<file path="config.mk">
export PLATFORM = sky130hd
export DESIGN_NAME = iol_port_out_image
export DESIGN_NICKNAME = d
export VERILOG_FILES = /design/src/iol_port_out_image.v
export VERILOG_INCLUDE_DIRS = /design/src
export SDC_FILE = /design/constraint.sdc
export NUM_CORES = 2
export LEC_CHECK = 0
export BUFFER_PORTS_ARGS = -buffer_cell sky130_fd_sc_hd__buf_2
export CAP_MARGIN = 0
export CORE_UTILIZATION = 60
export CTS_BUF_LIST = sky130_fd_sc_hd__clkbuf_4 sky130_fd_sc_hd__clkbuf_8
export DETAILED_ROUTE_END_ITERATION = 10
export PLACE_DENSITY = 0.93
export SLEW_MARGIN = 10
export SYNTH_ARGS = -nofsm -noshare
export SYNTH_HDL_FRONTEND = slang
export SYNTH_SLANG_ARGS = --single-unit
export TNS_END_PERCENT = 5
</file>
<file path="constraint.sdc">
create_clock -name ref_clk -period 13.2 [get_ports ref_clk]
set_clock_uncertainty 0.05 [all_clocks]
set_input_delay 1.32 -clock ref_clk [delete_from_list [all_inputs] [get_ports ref_clk]]
set_output_delay 1.32 -clock ref_clk [all_outputs]
set_load 0.01 [all_outputs]
</file>
<file path="src/iol_port_out_image_defines.vh">
// offsets, fields, encodings and frame layout
`ifndef IOL_PORT_OUT_IMAGE_DEFINES_VH
`define IOL_PORT_OUT_IMAGE_DEFINES_VH

// register byte offsets
`define REG_DOCFG 8'h00
`define REG_CHIOL 8'h04
`define REG_STATUS 8'h08
`define REG_DOOUT 8'h0c
`define REG_PCFG_BASE 3'b010
`define REG_VID_BASE 3'b100
`define REG_DID_BASE 3'b101

// docfg fields
`define DOCFG_DIRECT_BIT 16

// per-port configuration fields
`define PCFG_MODE_LSB 0
`define PCFG_MODE_MSB 1
`define PCFG_VAL_LSB 2
`define PCFG_VAL_MSB 4
`define PCFG_CYC_LSB 5
`define PCFG_CYC_MSB 8
`define PCFG_SIZE_LSB 9
`define PCFG_SIZE_MSB 11
`define PCFG_SWAP_LSB 12
`define PCFG_SWAP_MSB 13
`define PCFG_SWOFF_LSB 14
`define PCFG_SWOFF_MSB 18
`define PCFG_W 19
`define PCFG_RESET 19'h00000

// port modes
`define MODE_DEACT 2'h0
`define MODE_AUTO 2'h1
`define MODE_MANUAL 2'h2

// validation and backup levels
`define VAL_NOCHECK 3'h0
`define VAL_V10 3'h1
`define VAL_V11 3'h2
`define VAL_V11_BR 3'h3
`define VAL_V11_RO 3'h4

// cycle time selections, 0 is fastest
`define CYC_FASTEST 4'h0
`define CYC_MAX_SEL 4'h8

// swapping modes
`define SWAP_RAW 2'h0
`define SWAP_WORD 2'h1
`define SWAP_DWORD 2'h2

// output frame layout
`define IMG_DO_LO 9'h004
`define IMG_DO_HI 9'h005
`define IMG_IOL_START 9'h008

`endif

</file>
<file path="src/iol_port_out_image.v">
// per-port io-link configuration, data storage control and output image unpacking
//
// The register offsets and the AHB-Lite interface to the registers were chosen for this implementation.
`timescale 1ns/1ps
`include "iol_port_out_image_defines.vh"
// What this block does
// (RULE1) deactivated port stays inactive, keeps config, raises no diagnostics
// (RULE2) autostart activates port, ignores validation, ids and cycle time
// (RULE3) manual activates port and applies validation, ids and cycle time
// (RULE4) validation and backup honoured only in manual mode
// (RULE5) backup invalidated on factory reset, mode change, validation change; an upload finishing in the same cycle sets it valid instead
// (RULE6) no-device-check skips id check, no backup or restore
// (RULE7) v1.0 setting checks ids, no parameter server
// (RULE8) v1.1 without storage checks ids, backup and restore disabled
// (RULE9) backup mode uploads on connect when no valid set is held
// (RULE10) backup mode uploads whenever device raises its upload flag
// (RULE11) operator's store command 0x05 at index 2 requests upload
// (RULE12) restore-capable modes download a valid differing set on connect
// (RULE13) restore blocked when device access lock forbids it
// (RULE14) restore-only never stores; upload flag triggers a download instead
// (RULE15) expected ids used only in manual mode with a v1.x check
// (RULE16) manual cycle is fastest or one fixed period 1.6 to 120 ms
// (RULE17) image is header, 2 do bytes, 2 reserved, 0..256 io-link bytes
// (RULE18) do bits apply only to output channels with direct control
// (RULE19) io-link data split into port fields of 0..32 bytes in order
// (RULE20) port fields reserved regardless of channel mode
// (RULE21) each field forwarded after its swapping mode and offset
// (RULE22) no io-link port means no io-link data section
// (RULE23) port parameters ignored unless channel mode is io-link
// (RULE24) word swaps byte pairs, dword reverses four, raw unchanged
// (RULE25) data size changes accepted only with no fieldbus connection
// (RULE26) ports inactive until configured; no output data before valid image; io-link bytes leave on iolWrValid before the frame length is checked
module iol_port_out_image #(
   parameter NPORT = 8,
   parameter NCHAN = 16
) (
   input wire ref_clk, // system clock
   input wire rst_b, // async reset, active low
   input wire hsel, // ahb select
   input wire [31:0] haddr, // ahb address
   input wire [1:0] htrans, // ahb transfer type
   input wire hwrite, // ahb write
   input wire [2:0] hsize, // ahb size, word only
   input wire [31:0] hwdata, // ahb write data
   input wire hready, // ahb bus ready
   output reg [31:0] hrdata, // ahb read data
   output reg hreadyout, // ahb slave ready
   output reg hresp, // ahb response, always okay
   input wire connActive, // fieldbus connection up
   input wire factoryReset, // factory reset pulse
   input wire imgValid, // output image byte valid
   input wire imgSof, // first byte of image
   input wire imgEof, // last byte of image
   input wire [7:0] imgData, // image byte
   input wire [NPORT-1:0] devConnect, // device connected pulse
   input wire [NPORT-1:0] dsUploadFlag, // device upload flag seen pulse
   input wire [NPORT-1:0] devParamDiffer, // stored set differs from device
   input wire [NPORT-1:0] devAccessLock, // device forbids restore
   input wire [NPORT-1:0] uploadDone, // upload stored in nv memory
   output reg [NPORT-1:0] portActive, // port activated, diagnostics on
   output reg [NPORT-1:0] idCheck, // compare vendor and device ids
   output reg [NPORT*16-1:0] expVendor, // expected vendor ids
   output reg [NPORT*24-1:0] expDevice, // expected device ids
   output reg [NPORT*4-1:0] cycleSel, // cycle selection, 0 fastest
   output reg [NPORT-1:0] uploadReq, // start parameter upload pulse
   output reg [NPORT-1:0] downloadReq, // start parameter download pulse
   output reg [NPORT-1:0] restoreBlocked, // last restore refused by lock
   output reg [NCHAN-1:0] doOut, // digital output controls
   output reg [NPORT-1:0] portDataValid, // valid image seen for port
   output reg iolWrValid, // io-link output byte pulse
   output reg [2:0] iolWrPort, // target port
   output reg [4:0] iolWrIdx, // byte index in device data
   output reg [7:0] iolWrData // byte value
);

   reg [`PCFG_W-1:0] pcfg_ff [0:NPORT-1];
   reg [15:0] vid_ff [0:NPORT-1];
   reg [23:0] did_ff [0:NPORT-1];
   reg [NCHAN-1:0] chanOut_ff;
   reg doDirect_ff;

   reg [NPORT-1:0] chanIol_ff;
   reg [NPORT-1:0] loaded_ff;
   reg [NPORT-1:0] nvValid_ff;
   reg wrPend_ff;
   reg rdPend_ff;

   reg [7:0] addr_ff;
   reg addrOk_ff;

   reg [8:0] cnt_ff;
   reg [15:0] doShadow_ff;
   reg run_ff;
   reg imgSeen_ff;
   reg lenErr_ff;

   wire addrPhase = hsel & htrans[1] & hready;
   wire wrEn = wrPend_ff & addrOk_ff;
   wire wrPcfg = wrEn & (addr_ff[7:5] == `REG_PCFG_BASE);
   wire [2:0] wrIdx = addr_ff[4:2];

   // field sizes and offsets, kept whatever the channel mode
   wire [5:0] fsz [0:NPORT-1];
   wire [8:0] base [0:NPORT-1];
   wire [NPORT-1:0] inv;
   wire [8:0] iolTotal = base[NPORT-1] + {3'h0, fsz[NPORT-1]};
   wire anyIol = |chanIol_ff;
   wire [8:0] expLen = `IMG_IOL_START + (anyIol ? iolTotal : 9'h000); // [RULE17] [RULE22]

   function [5:0] sizeBytes;
      input [2:0] code;
      begin
         case (code)
            3'h1: sizeBytes = 6'd2;
            3'h2: sizeBytes = 6'd4;
            3'h3: sizeBytes = 6'd8;
            3'h4: sizeBytes = 6'd16;
            3'h5: sizeBytes = 6'd32;
            default: sizeBytes = 6'd0;
         endcase
      end
   endfunction

   genvar g;
   generate
      for (g = 0; g < NPORT; g = g + 1) begin : port
         wire [`PCFG_W-1:0] cfg = pcfg_ff[g];
         wire [1:0] mode = cfg[`PCFG_MODE_MSB:`PCFG_MODE_LSB];
         wire manual = (mode == `MODE_MANUAL);
         wire act = loaded_ff[g] & chanIol_ff[g] & (mode != `MODE_DEACT);
         // no check outside manual mode
         wire [2:0] valEff = manual ? cfg[`PCFG_VAL_MSB:`PCFG_VAL_LSB] :
                             `VAL_NOCHECK; // [RULE2] [RULE4]
         wire br = act & (valEff == `VAL_V11_BR);
         wire ro = act & (valEff == `VAL_V11_RO);

         // nocheck, v1.0 and v1.1 plain never reach br or ro
         wire wantUp = (devConnect[g] & br & ~nvValid_ff[g]) | // [RULE9]
                       (dsUploadFlag[g] & br); // [RULE10] [RULE11]
         wire cand = (devConnect[g] & (br | ro) & nvValid_ff[g] &
                      devParamDiffer[g]) | // [RULE12]
                     (dsUploadFlag[g] & ro & nvValid_ff[g]); // [RULE14]

         wire [3:0] cyc = cfg[`PCFG_CYC_MSB:`PCFG_CYC_LSB];
         assign fsz[g] = sizeBytes(cfg[`PCFG_SIZE_MSB:`PCFG_SIZE_LSB]);
         if (g == 0) begin : first
            assign base[g] = 9'h000;
         end else begin : next
            assign base[g] = base[g-1] + {3'h0, fsz[g-1]}; // [RULE19] [RULE20]
         end

         assign inv[g] = factoryReset |
            (wrPcfg & (wrIdx == g) &
             ((hwdata[`PCFG_MODE_MSB:`PCFG_MODE_LSB] != mode) |
              (hwdata[`PCFG_VAL_MSB:`PCFG_VAL_LSB] !=
               cfg[`PCFG_VAL_MSB:`PCFG_VAL_LSB]))) |
            (wrEn & (addr_ff == `REG_CHIOL) &
             (hwdata[g] != chanIol_ff[g])); // [RULE5]

         always @(posedge ref_clk or negedge rst_b) begin
            if (!rst_b) begin
               portActive[g] <= 1'b0;
               idCheck[g] <= 1'b0;
               cycleSel[g*4 +: 4] <= 4'h0;
               uploadReq[g] <= 1'b0;
               downloadReq[g] <= 1'b0;
               restoreBlocked[g] <= 1'b0;
               nvValid_ff[g] <= 1'b0;
               expVendor[g*16 +: 16] <= 16'h0000;
               expDevice[g*24 +: 24] <= 24'h000000;
            end else begin
               // deactivated ports stay quiet
               portActive[g] <= act; // [RULE1] [RULE2] [RULE3] [RULE23] [RULE26]
               idCheck[g] <= act & manual &
                  (valEff != `VAL_NOCHECK) &
                  (valEff <= `VAL_V11_RO); // [RULE6] [RULE7] [RULE8] [RULE15]
               expVendor[g*16 +: 16] <= vid_ff[g]; // [RULE3]
               expDevice[g*24 +: 24] <= did_ff[g]; // [RULE3]
               // out-of-range selections fall back to fastest
               cycleSel[g*4 +: 4] <= (act & manual & (cyc <= `CYC_MAX_SEL)) ?
                  cyc : `CYC_FASTEST; // [RULE16]
               uploadReq[g] <= wantUp; // [RULE6] [RULE7] [RULE8]
               downloadReq[g] <= cand & ~devAccessLock[g]; // [RULE13]
               if (cand & devAccessLock[g])
                  restoreBlocked[g] <= 1'b1; // [RULE13]
               else if (devConnect[g])
                  restoreBlocked[g] <= 1'b0;
               // a finished upload beats a same-cycle invalidation
               if (uploadDone[g] & br)
                  nvValid_ff[g] <= 1'b1; // [RULE9]
               else if (inv[g])
                  nvValid_ff[g] <= 1'b0; // [RULE5]
            end
         end
      end
   endgenerate

   // configuration registers
   integer k;
   always @(posedge ref_clk or negedge rst_b) begin
      if (!rst_b) begin
         for (k = 0; k < NPORT; k = k + 1) begin
            pcfg_ff[k] <= `PCFG_RESET;
            vid_ff[k] <= 16'h0000;
            did_ff[k] <= 24'h000000;
         end
         chanOut_ff <= {NCHAN{1'b0}};
         doDirect_ff <= 1'b0;
         chanIol_ff <= {NPORT{1'b0}};
         loaded_ff <= {NPORT{1'b0}};
      end else if (wrEn) begin
         if (addr_ff == `REG_DOCFG) begin
            chanOut_ff <= hwdata[NCHAN-1:0];
            doDirect_ff <= hwdata[`DOCFG_DIRECT_BIT];
         end
         if (addr_ff == `REG_CHIOL)
            chanIol_ff <= hwdata[NPORT-1:0];
         if (wrPcfg) begin
            pcfg_ff[wrIdx] <= hwdata[`PCFG_W-1:0];
            loaded_ff[wrIdx] <= 1'b1; // [RULE26]
            // size frozen while the fieldbus runs
            if (connActive)
               pcfg_ff[wrIdx][`PCFG_SIZE_MSB:`PCFG_SIZE_LSB] <=
                  pcfg_ff[wrIdx][`PCFG_SIZE_MSB:`PCFG_SIZE_LSB]; // [RULE25]
         end
         if (addr_ff[7:5] == `REG_VID_BASE)
            vid_ff[wrIdx] <= hwdata[15:0];
         if (addr_ff[7:5] == `REG_DID_BASE)
            did_ff[wrIdx] <= hwdata[23:0];
      end
   end

   // ahb-lite slave: writes no wait, reads one
   reg [31:0] rdMux;
   always @* begin
      rdMux = 32'h00000000;
      if (addrOk_ff) begin
         case (addr_ff[7:5])
            3'b000: begin
               case (addr_ff[4:2])
                  3'h0: rdMux = {15'h0000, doDirect_ff, chanOut_ff};
                  3'h1: rdMux = {24'h000000, chanIol_ff};
                  3'h2: rdMux = {13'h0000, lenErr_ff, run_ff, imgSeen_ff,
                                 restoreBlocked, nvValid_ff};
                  3'h3: rdMux = {16'h0000, doOut};
                  default: rdMux = 32'h00000000;
               endcase
            end
            `REG_PCFG_BASE: rdMux = {13'h0000, pcfg_ff[addr_ff[4:2]]};
            `REG_VID_BASE: rdMux = {16'h0000, vid_ff[addr_ff[4:2]]};
            `REG_DID_BASE: rdMux = {8'h00, did_ff[addr_ff[4:2]]};
            default: rdMux = 32'h00000000;
         endcase
      end
   end

   always @(posedge ref_clk or negedge rst_b) begin
      if (!rst_b) begin
         wrPend_ff <= 1'b0;
         rdPend_ff <= 1'b0;
         addr_ff <= 8'h00;
         addrOk_ff <= 1'b0;
         hrdata <= 32'h00000000;
         hreadyout <= 1'b1;
         hresp <= 1'b0;
      end else begin
         hresp <= 1'b0;
         if (rdPend_ff) begin
            hrdata <= rdMux;
            hreadyout <= 1'b1;
            rdPend_ff <= 1'b0;
            wrPend_ff <= 1'b0;
         end else if (addrPhase) begin
            addr_ff <= haddr[7:0];
            // unmapped addresses read zero and drop writes
            addrOk_ff <= (haddr[31:8] == 24'h000000) & (haddr[1:0] == 2'h0);
            wrPend_ff <= hwrite;
            rdPend_ff <= ~hwrite;
            hreadyout <= hwrite;
         end else begin
            wrPend_ff <= 1'b0;
         end
      end
   end

   // output image unpacking
   wire [8:0] pos = imgSof ? 9'h000 : cnt_ff;
   wire [8:0] iolOff = pos - `IMG_IOL_START;

   reg hit;
   reg [2:0] hitPort;
   reg [5:0] hitIdx;
   reg [5:0] dest;
   reg [5:0] swOff;
   reg [5:0] rel;
   reg [5:0] grp;
   reg [1:0] swMode;

   integer p;
   always @* begin
      hit = 1'b0;
      hitPort = 3'h0;
      hitIdx = 6'h00;
      for (p = 0; p < NPORT; p = p + 1) begin
         if (iolOff >= base[p] && iolOff < base[p] + {3'h0, fsz[p]}) begin
            hit = 1'b1; // [RULE19]
            hitPort = p[2:0];
            hitIdx = iolOff[5:0] - base[p][5:0];
         end
      end
      if (pos < `IMG_IOL_START || !anyIol)
         hit = 1'b0; // [RULE22]

      swMode = pcfg_ff[hitPort][`PCFG_SWAP_MSB:`PCFG_SWAP_LSB];
      swOff = {1'b0, pcfg_ff[hitPort][`PCFG_SWOFF_MSB:`PCFG_SWOFF_LSB]};
      grp = (swMode == `SWAP_WORD) ? 6'h01 :
            (swMode == `SWAP_DWORD) ? 6'h03 : 6'h00; // [RULE24]

      rel = hitIdx - swOff;
      dest = hitIdx;
      // only whole groups that fit the field are reordered
      if (grp != 6'h00 && hitIdx >= swOff &&
          swOff + (rel | grp) < fsz[hitPort])
         dest = swOff + (rel ^ grp); // [RULE21] [RULE24]
   end

   integer c;
   always @(posedge ref_clk or negedge rst_b) begin
      if (!rst_b) begin
         cnt_ff <= 9'h000;
         doShadow_ff <= 16'h0000;
         run_ff <= 1'b0;
         imgSeen_ff <= 1'b0;
         lenErr_ff <= 1'b0;
         doOut <= {NCHAN{1'b0}};
         portDataValid <= {NPORT{1'b0}};
         iolWrValid <= 1'b0;
         iolWrPort <= 3'h0;
         iolWrIdx <= 5'h00;
         iolWrData <= 8'h00;
      end else begin
         iolWrValid <= 1'b0;
         if (imgValid) begin
            // saturate so a runaway frame never wraps into the header
            if (pos != 9'h1ff)
               cnt_ff <= pos + 9'h001;
            if (pos == 9'h000)
               run_ff <= imgData[0];
            if (pos == `IMG_DO_LO)
               doShadow_ff[7:0] <= imgData; // [RULE17]
            if (pos == `IMG_DO_HI)
               doShadow_ff[15:8] <= imgData; // [RULE17]
            // non io-link ports keep their slot, get nothing
            if (hit && chanIol_ff[hitPort]) begin // [RULE20] [RULE23]
               iolWrValid <= 1'b1; // [RULE21]
               iolWrPort <= hitPort;
               iolWrIdx <= dest[4:0];
               iolWrData <= imgData;
            end

            if (imgEof) begin
               if (pos + 9'h001 == expLen) begin // [RULE17]
                  imgSeen_ff <= 1'b1;
                  lenErr_ff <= 1'b0;
                  portDataValid <= chanIol_ff; // [RULE26]
                  for (c = 0; c < NCHAN; c = c + 1)
                     doOut[c] <= chanOut_ff[c] & doDirect_ff &
                                 (pos == `IMG_DO_HI ? (c >= 8 ? imgData[c-8] :
                                  doShadow_ff[c]) : doShadow_ff[c]); // [RULE18]
               end else begin
                  lenErr_ff <= 1'b1;
               end
            end
         end
      end
   end

endmodule

</file>
==> results.toml <==
[outcome]
status = "completed"

[final_layout]
syn_to_final_growth_pct = 16.2
drive_gt1_share_pct = 40.4
finish.net_count = 4266
final_common_cell = "dfrtp_1"
final_cell_mix = "dfrtp_1, buf_2, mux2_2"

[placed_design]
dp_hpwl_um = 107000
port-buffer-count = 572
gp_congestion = 1.02

[drt]
drt_wl_total_um = 159000
drt_pass1_iterations = 9
wl_per_cell_um = 30.7
vias_per_cell = 6.56
num_vias = 33875
drtAntennaViolNets = 0
drc_errors = 0
drtIter0Drc = 3674

[floorplan]
fp.coreArea_um2 = 75900
io_pins = 594
fp.dieArea_um2 = 77800
start_util_pct = 60.6
rows = 101
die_x_um = 279
dieHeight_um = 279

[global_route]
grt_pass1_vias = 34793
grt_pass1_wl_um = 231000
antenna_found_initial = 18
grtUsageTotal_pct = 40.9
grt_start_max_net_pins = 125
grt.overflow.total = 0

[yosys]
syn_area_um2 = 46000
synth_area_leaders = "dfrtp_1, mux2_2, mux4_2"
async_flop_share_pct = 100
syn_inst = 3407
synth_edf_count = 0
synth-seq-area-share_pct = 54.9
ys_ff_latch = 1010
synth_cell_types = 97
ys_warn_count = 0
avgSynthCellArea_um2 = 13.5
yosysTopAreaCell = "dfrtp_1"
synth_top_cell_area_share_pct = 54.8
synth_flop_cell = "dfrtp_1"

[sta]
hold_viol_final = 0
finalSetupViolCount = 0
fmax_mhz = 80.2
rsz0062_at_grt = "no"
fin_setup_tns_ns = 0
slew_viol_final = 0
tightest_slew_ns = 1.17
slew_headroom_pct = 22.1
min_period_ns = 12.47
whs_ns = 0.324
fin_crit_sh_pct = 94.5

[setup_path]
critPathKind = "reg2reg"
slowest_delay_ns = 0.61
cp.arrival_ns = 13.12
critPathLaunchType = "register"
startpoint = "port[0].cfg[11]$_DFFE_PN0P_"
worstPathRequired_ns = 13.84
critPathMaxFanout = 33
cp-end-kind = "register"
crit_slowest_cell = "or3b_2"
r2r_start = "port[0].cfg[11]$_DFFE_PN0P_"
crit_top_cell = "ha_1"

[clocking]
cts.sinks = 1010
root_buffer = "clkbuf_8"
worstSkewPairLatency_ns = 0.87
cts_tree = "done"
clockBufferDepth = 3
ctsHoldBuffers = 0
htree_levels = 4
postCtsSetupRepairBufs = 0
path_clk_slew_ns = 0.07
numCtsBuffers = 157

[flow_run]
maxCapViolCount = 0

[hold_path]
min_from = "vid_ff[22]$_DFFE_PN0P_"
hp-class = "reg2reg"

[pwr]
powerDensity_nw_per_um2 = 138
ir_drop_uv = 128
leakage_nw = 27.7
-- cell type report --
| class | instances | area [um^2] |
|---|---|---|
| sequential | 1010 | 25300 |
| inverter | 111 | 429 |
| tap | 1030 | 1290 |
| fill | 4738 | 22500 |
| antenna | 9 | 22.5 |
| clock buffer | 241 | 3040 |
| multi-input combinational | 2097 | 19700 |
| clock inverter | 34 | 373 |
| timing repair buffer | 635 | 3360 |
-- final timing paths --
kind | to | slack (ns) | cells past startpoint
hold / removal | expVendor[102]$_DFF_PN0_ | 0.32 | 0
setup / recovery | iolWrIdx[4]$_DFFE_PN0P_ | 0.73 | 52
setup reg to reg | iolWrIdx[4]$_DFFE_PN0P_ | 0.73 | 52
min in group asynchronous | did_ff[110]$_DFFE_PN0P_ | 0.50 | 1
max in group asynchronous | cycleSel[11]$_DFF_PN0_ | 9.40 | 4
hold reg to reg | expVendor[102]$_DFF_PN0_ | 0.32 | 0
-- worst max-delay path, delay by kind of cell (launching register included) --
kind	cells	cell delay (ns)
compound gates	19	3.81
fa+ha+maj	10	3.39
simple gates	10	1.97
xor+xnor	8	1.72
buf+inv	5	0.92
flops	1	0.45
-- timing repair --
item,CTS,global route
endpoints found under the hold margin,0,0
resized for setup,0,7
endpoints found under the setup margin,0,5
-- Yosys cell counts, types with 32 or more instances --
library cell  instances
dfrtp_1            1009
mux2_2              537
nor2_1              175
mux4_2              127
clkbuf_1            118
ha_1                110
a21oi_1             108
inv_1               105
nand2_1              95
mux2i_1              90
xor2_1               68
xnor2_1              66
buf_1                50
o21ai_0              50
nand3_1              46
nor3_1               41
o22ai_1              36
a211oi_1             32
and2_1               32
-- metrics by stage --
| stage | instance area (um^2) | setup slack [ns] | utilization, % | power, mW | instances |
|---|---|---|---|---|---|
| 4_1_cts | 53400 | 0.558 | 70.3 | 7.35 | 5158 |
| 5_1_grt | 53500 | 0.0170 | 70.4 | 7.61 | 5164 |
| 3_5_place_dp | 50000 | 0.608 | 65.9 | 4.52 | 4883 |
| 2_1_floorplan | 46100 | 1.61 | - | 4.11 | 3415 |
| 6_report | 53500 | 0.726 | 70.4 | 7.37 | 5167 |
| 3_3_place_gp | 50000 | 0.867 | 65.9 | 4.49 | 4883 |
-- kinds of logic (layout without fill, tap and decap cells) --
kind of cell	count (synthesis)	count (layout)	synth area share [%]
multiplexers	779	779	21.9
buffers and inverters	308	1021	2.75
AND/OR/NAND/NOR	585	585	6.61
other	1	18	0.00815
flip-flops	1010	1010	54.9
adder cells (fa/ha/maj)	127	127	3.73
AO/OA/AOI/OAI	452	452	7.07
XOR/XNOR	145	145	3.01
-- registers in the layout, indices dropped and copies added (netlist names), 3 cells and up --
signal and cells:
loaded_ff 8, iolWrIdx 5, iolWrPort 3, downloadReq 8
idCheck 8, iolWrData 8, expDevice 192, chanOut_ff 16
port.cfg 152, chanIol_ff 8, cycleSel 32, portActive 8
nvValid_ff 8, restoreBlocked 8, uploadReq 8, vid_ff 128
doShadow_ff 16, cnt_ff 9, addr_ff 8, portDataValid 8
expVendor 128, hrdata 24, doOut 16, did_ff 192
-- where the power goes --
group	total [mW]	internal, mW	switching (mW)
registers	3.23	3.14	0.0946
clock network	2.87	1.53	1.34
logic	1.27	0.496	0.773
-- layer usage --
metal | track usage [%] | share of wire (%) | vias up
met3 | 12.9 | 11 | 693
met1 | 49.9 | 35 | 17222
li1 | - | - | 13563
met5 | 0 | 0.046 | -
met4 | 26.6 | 7.4 | 12
met2 | 63.3 | 46 | 2385
No activity file was read; power rests on OpenSTA's default activity.
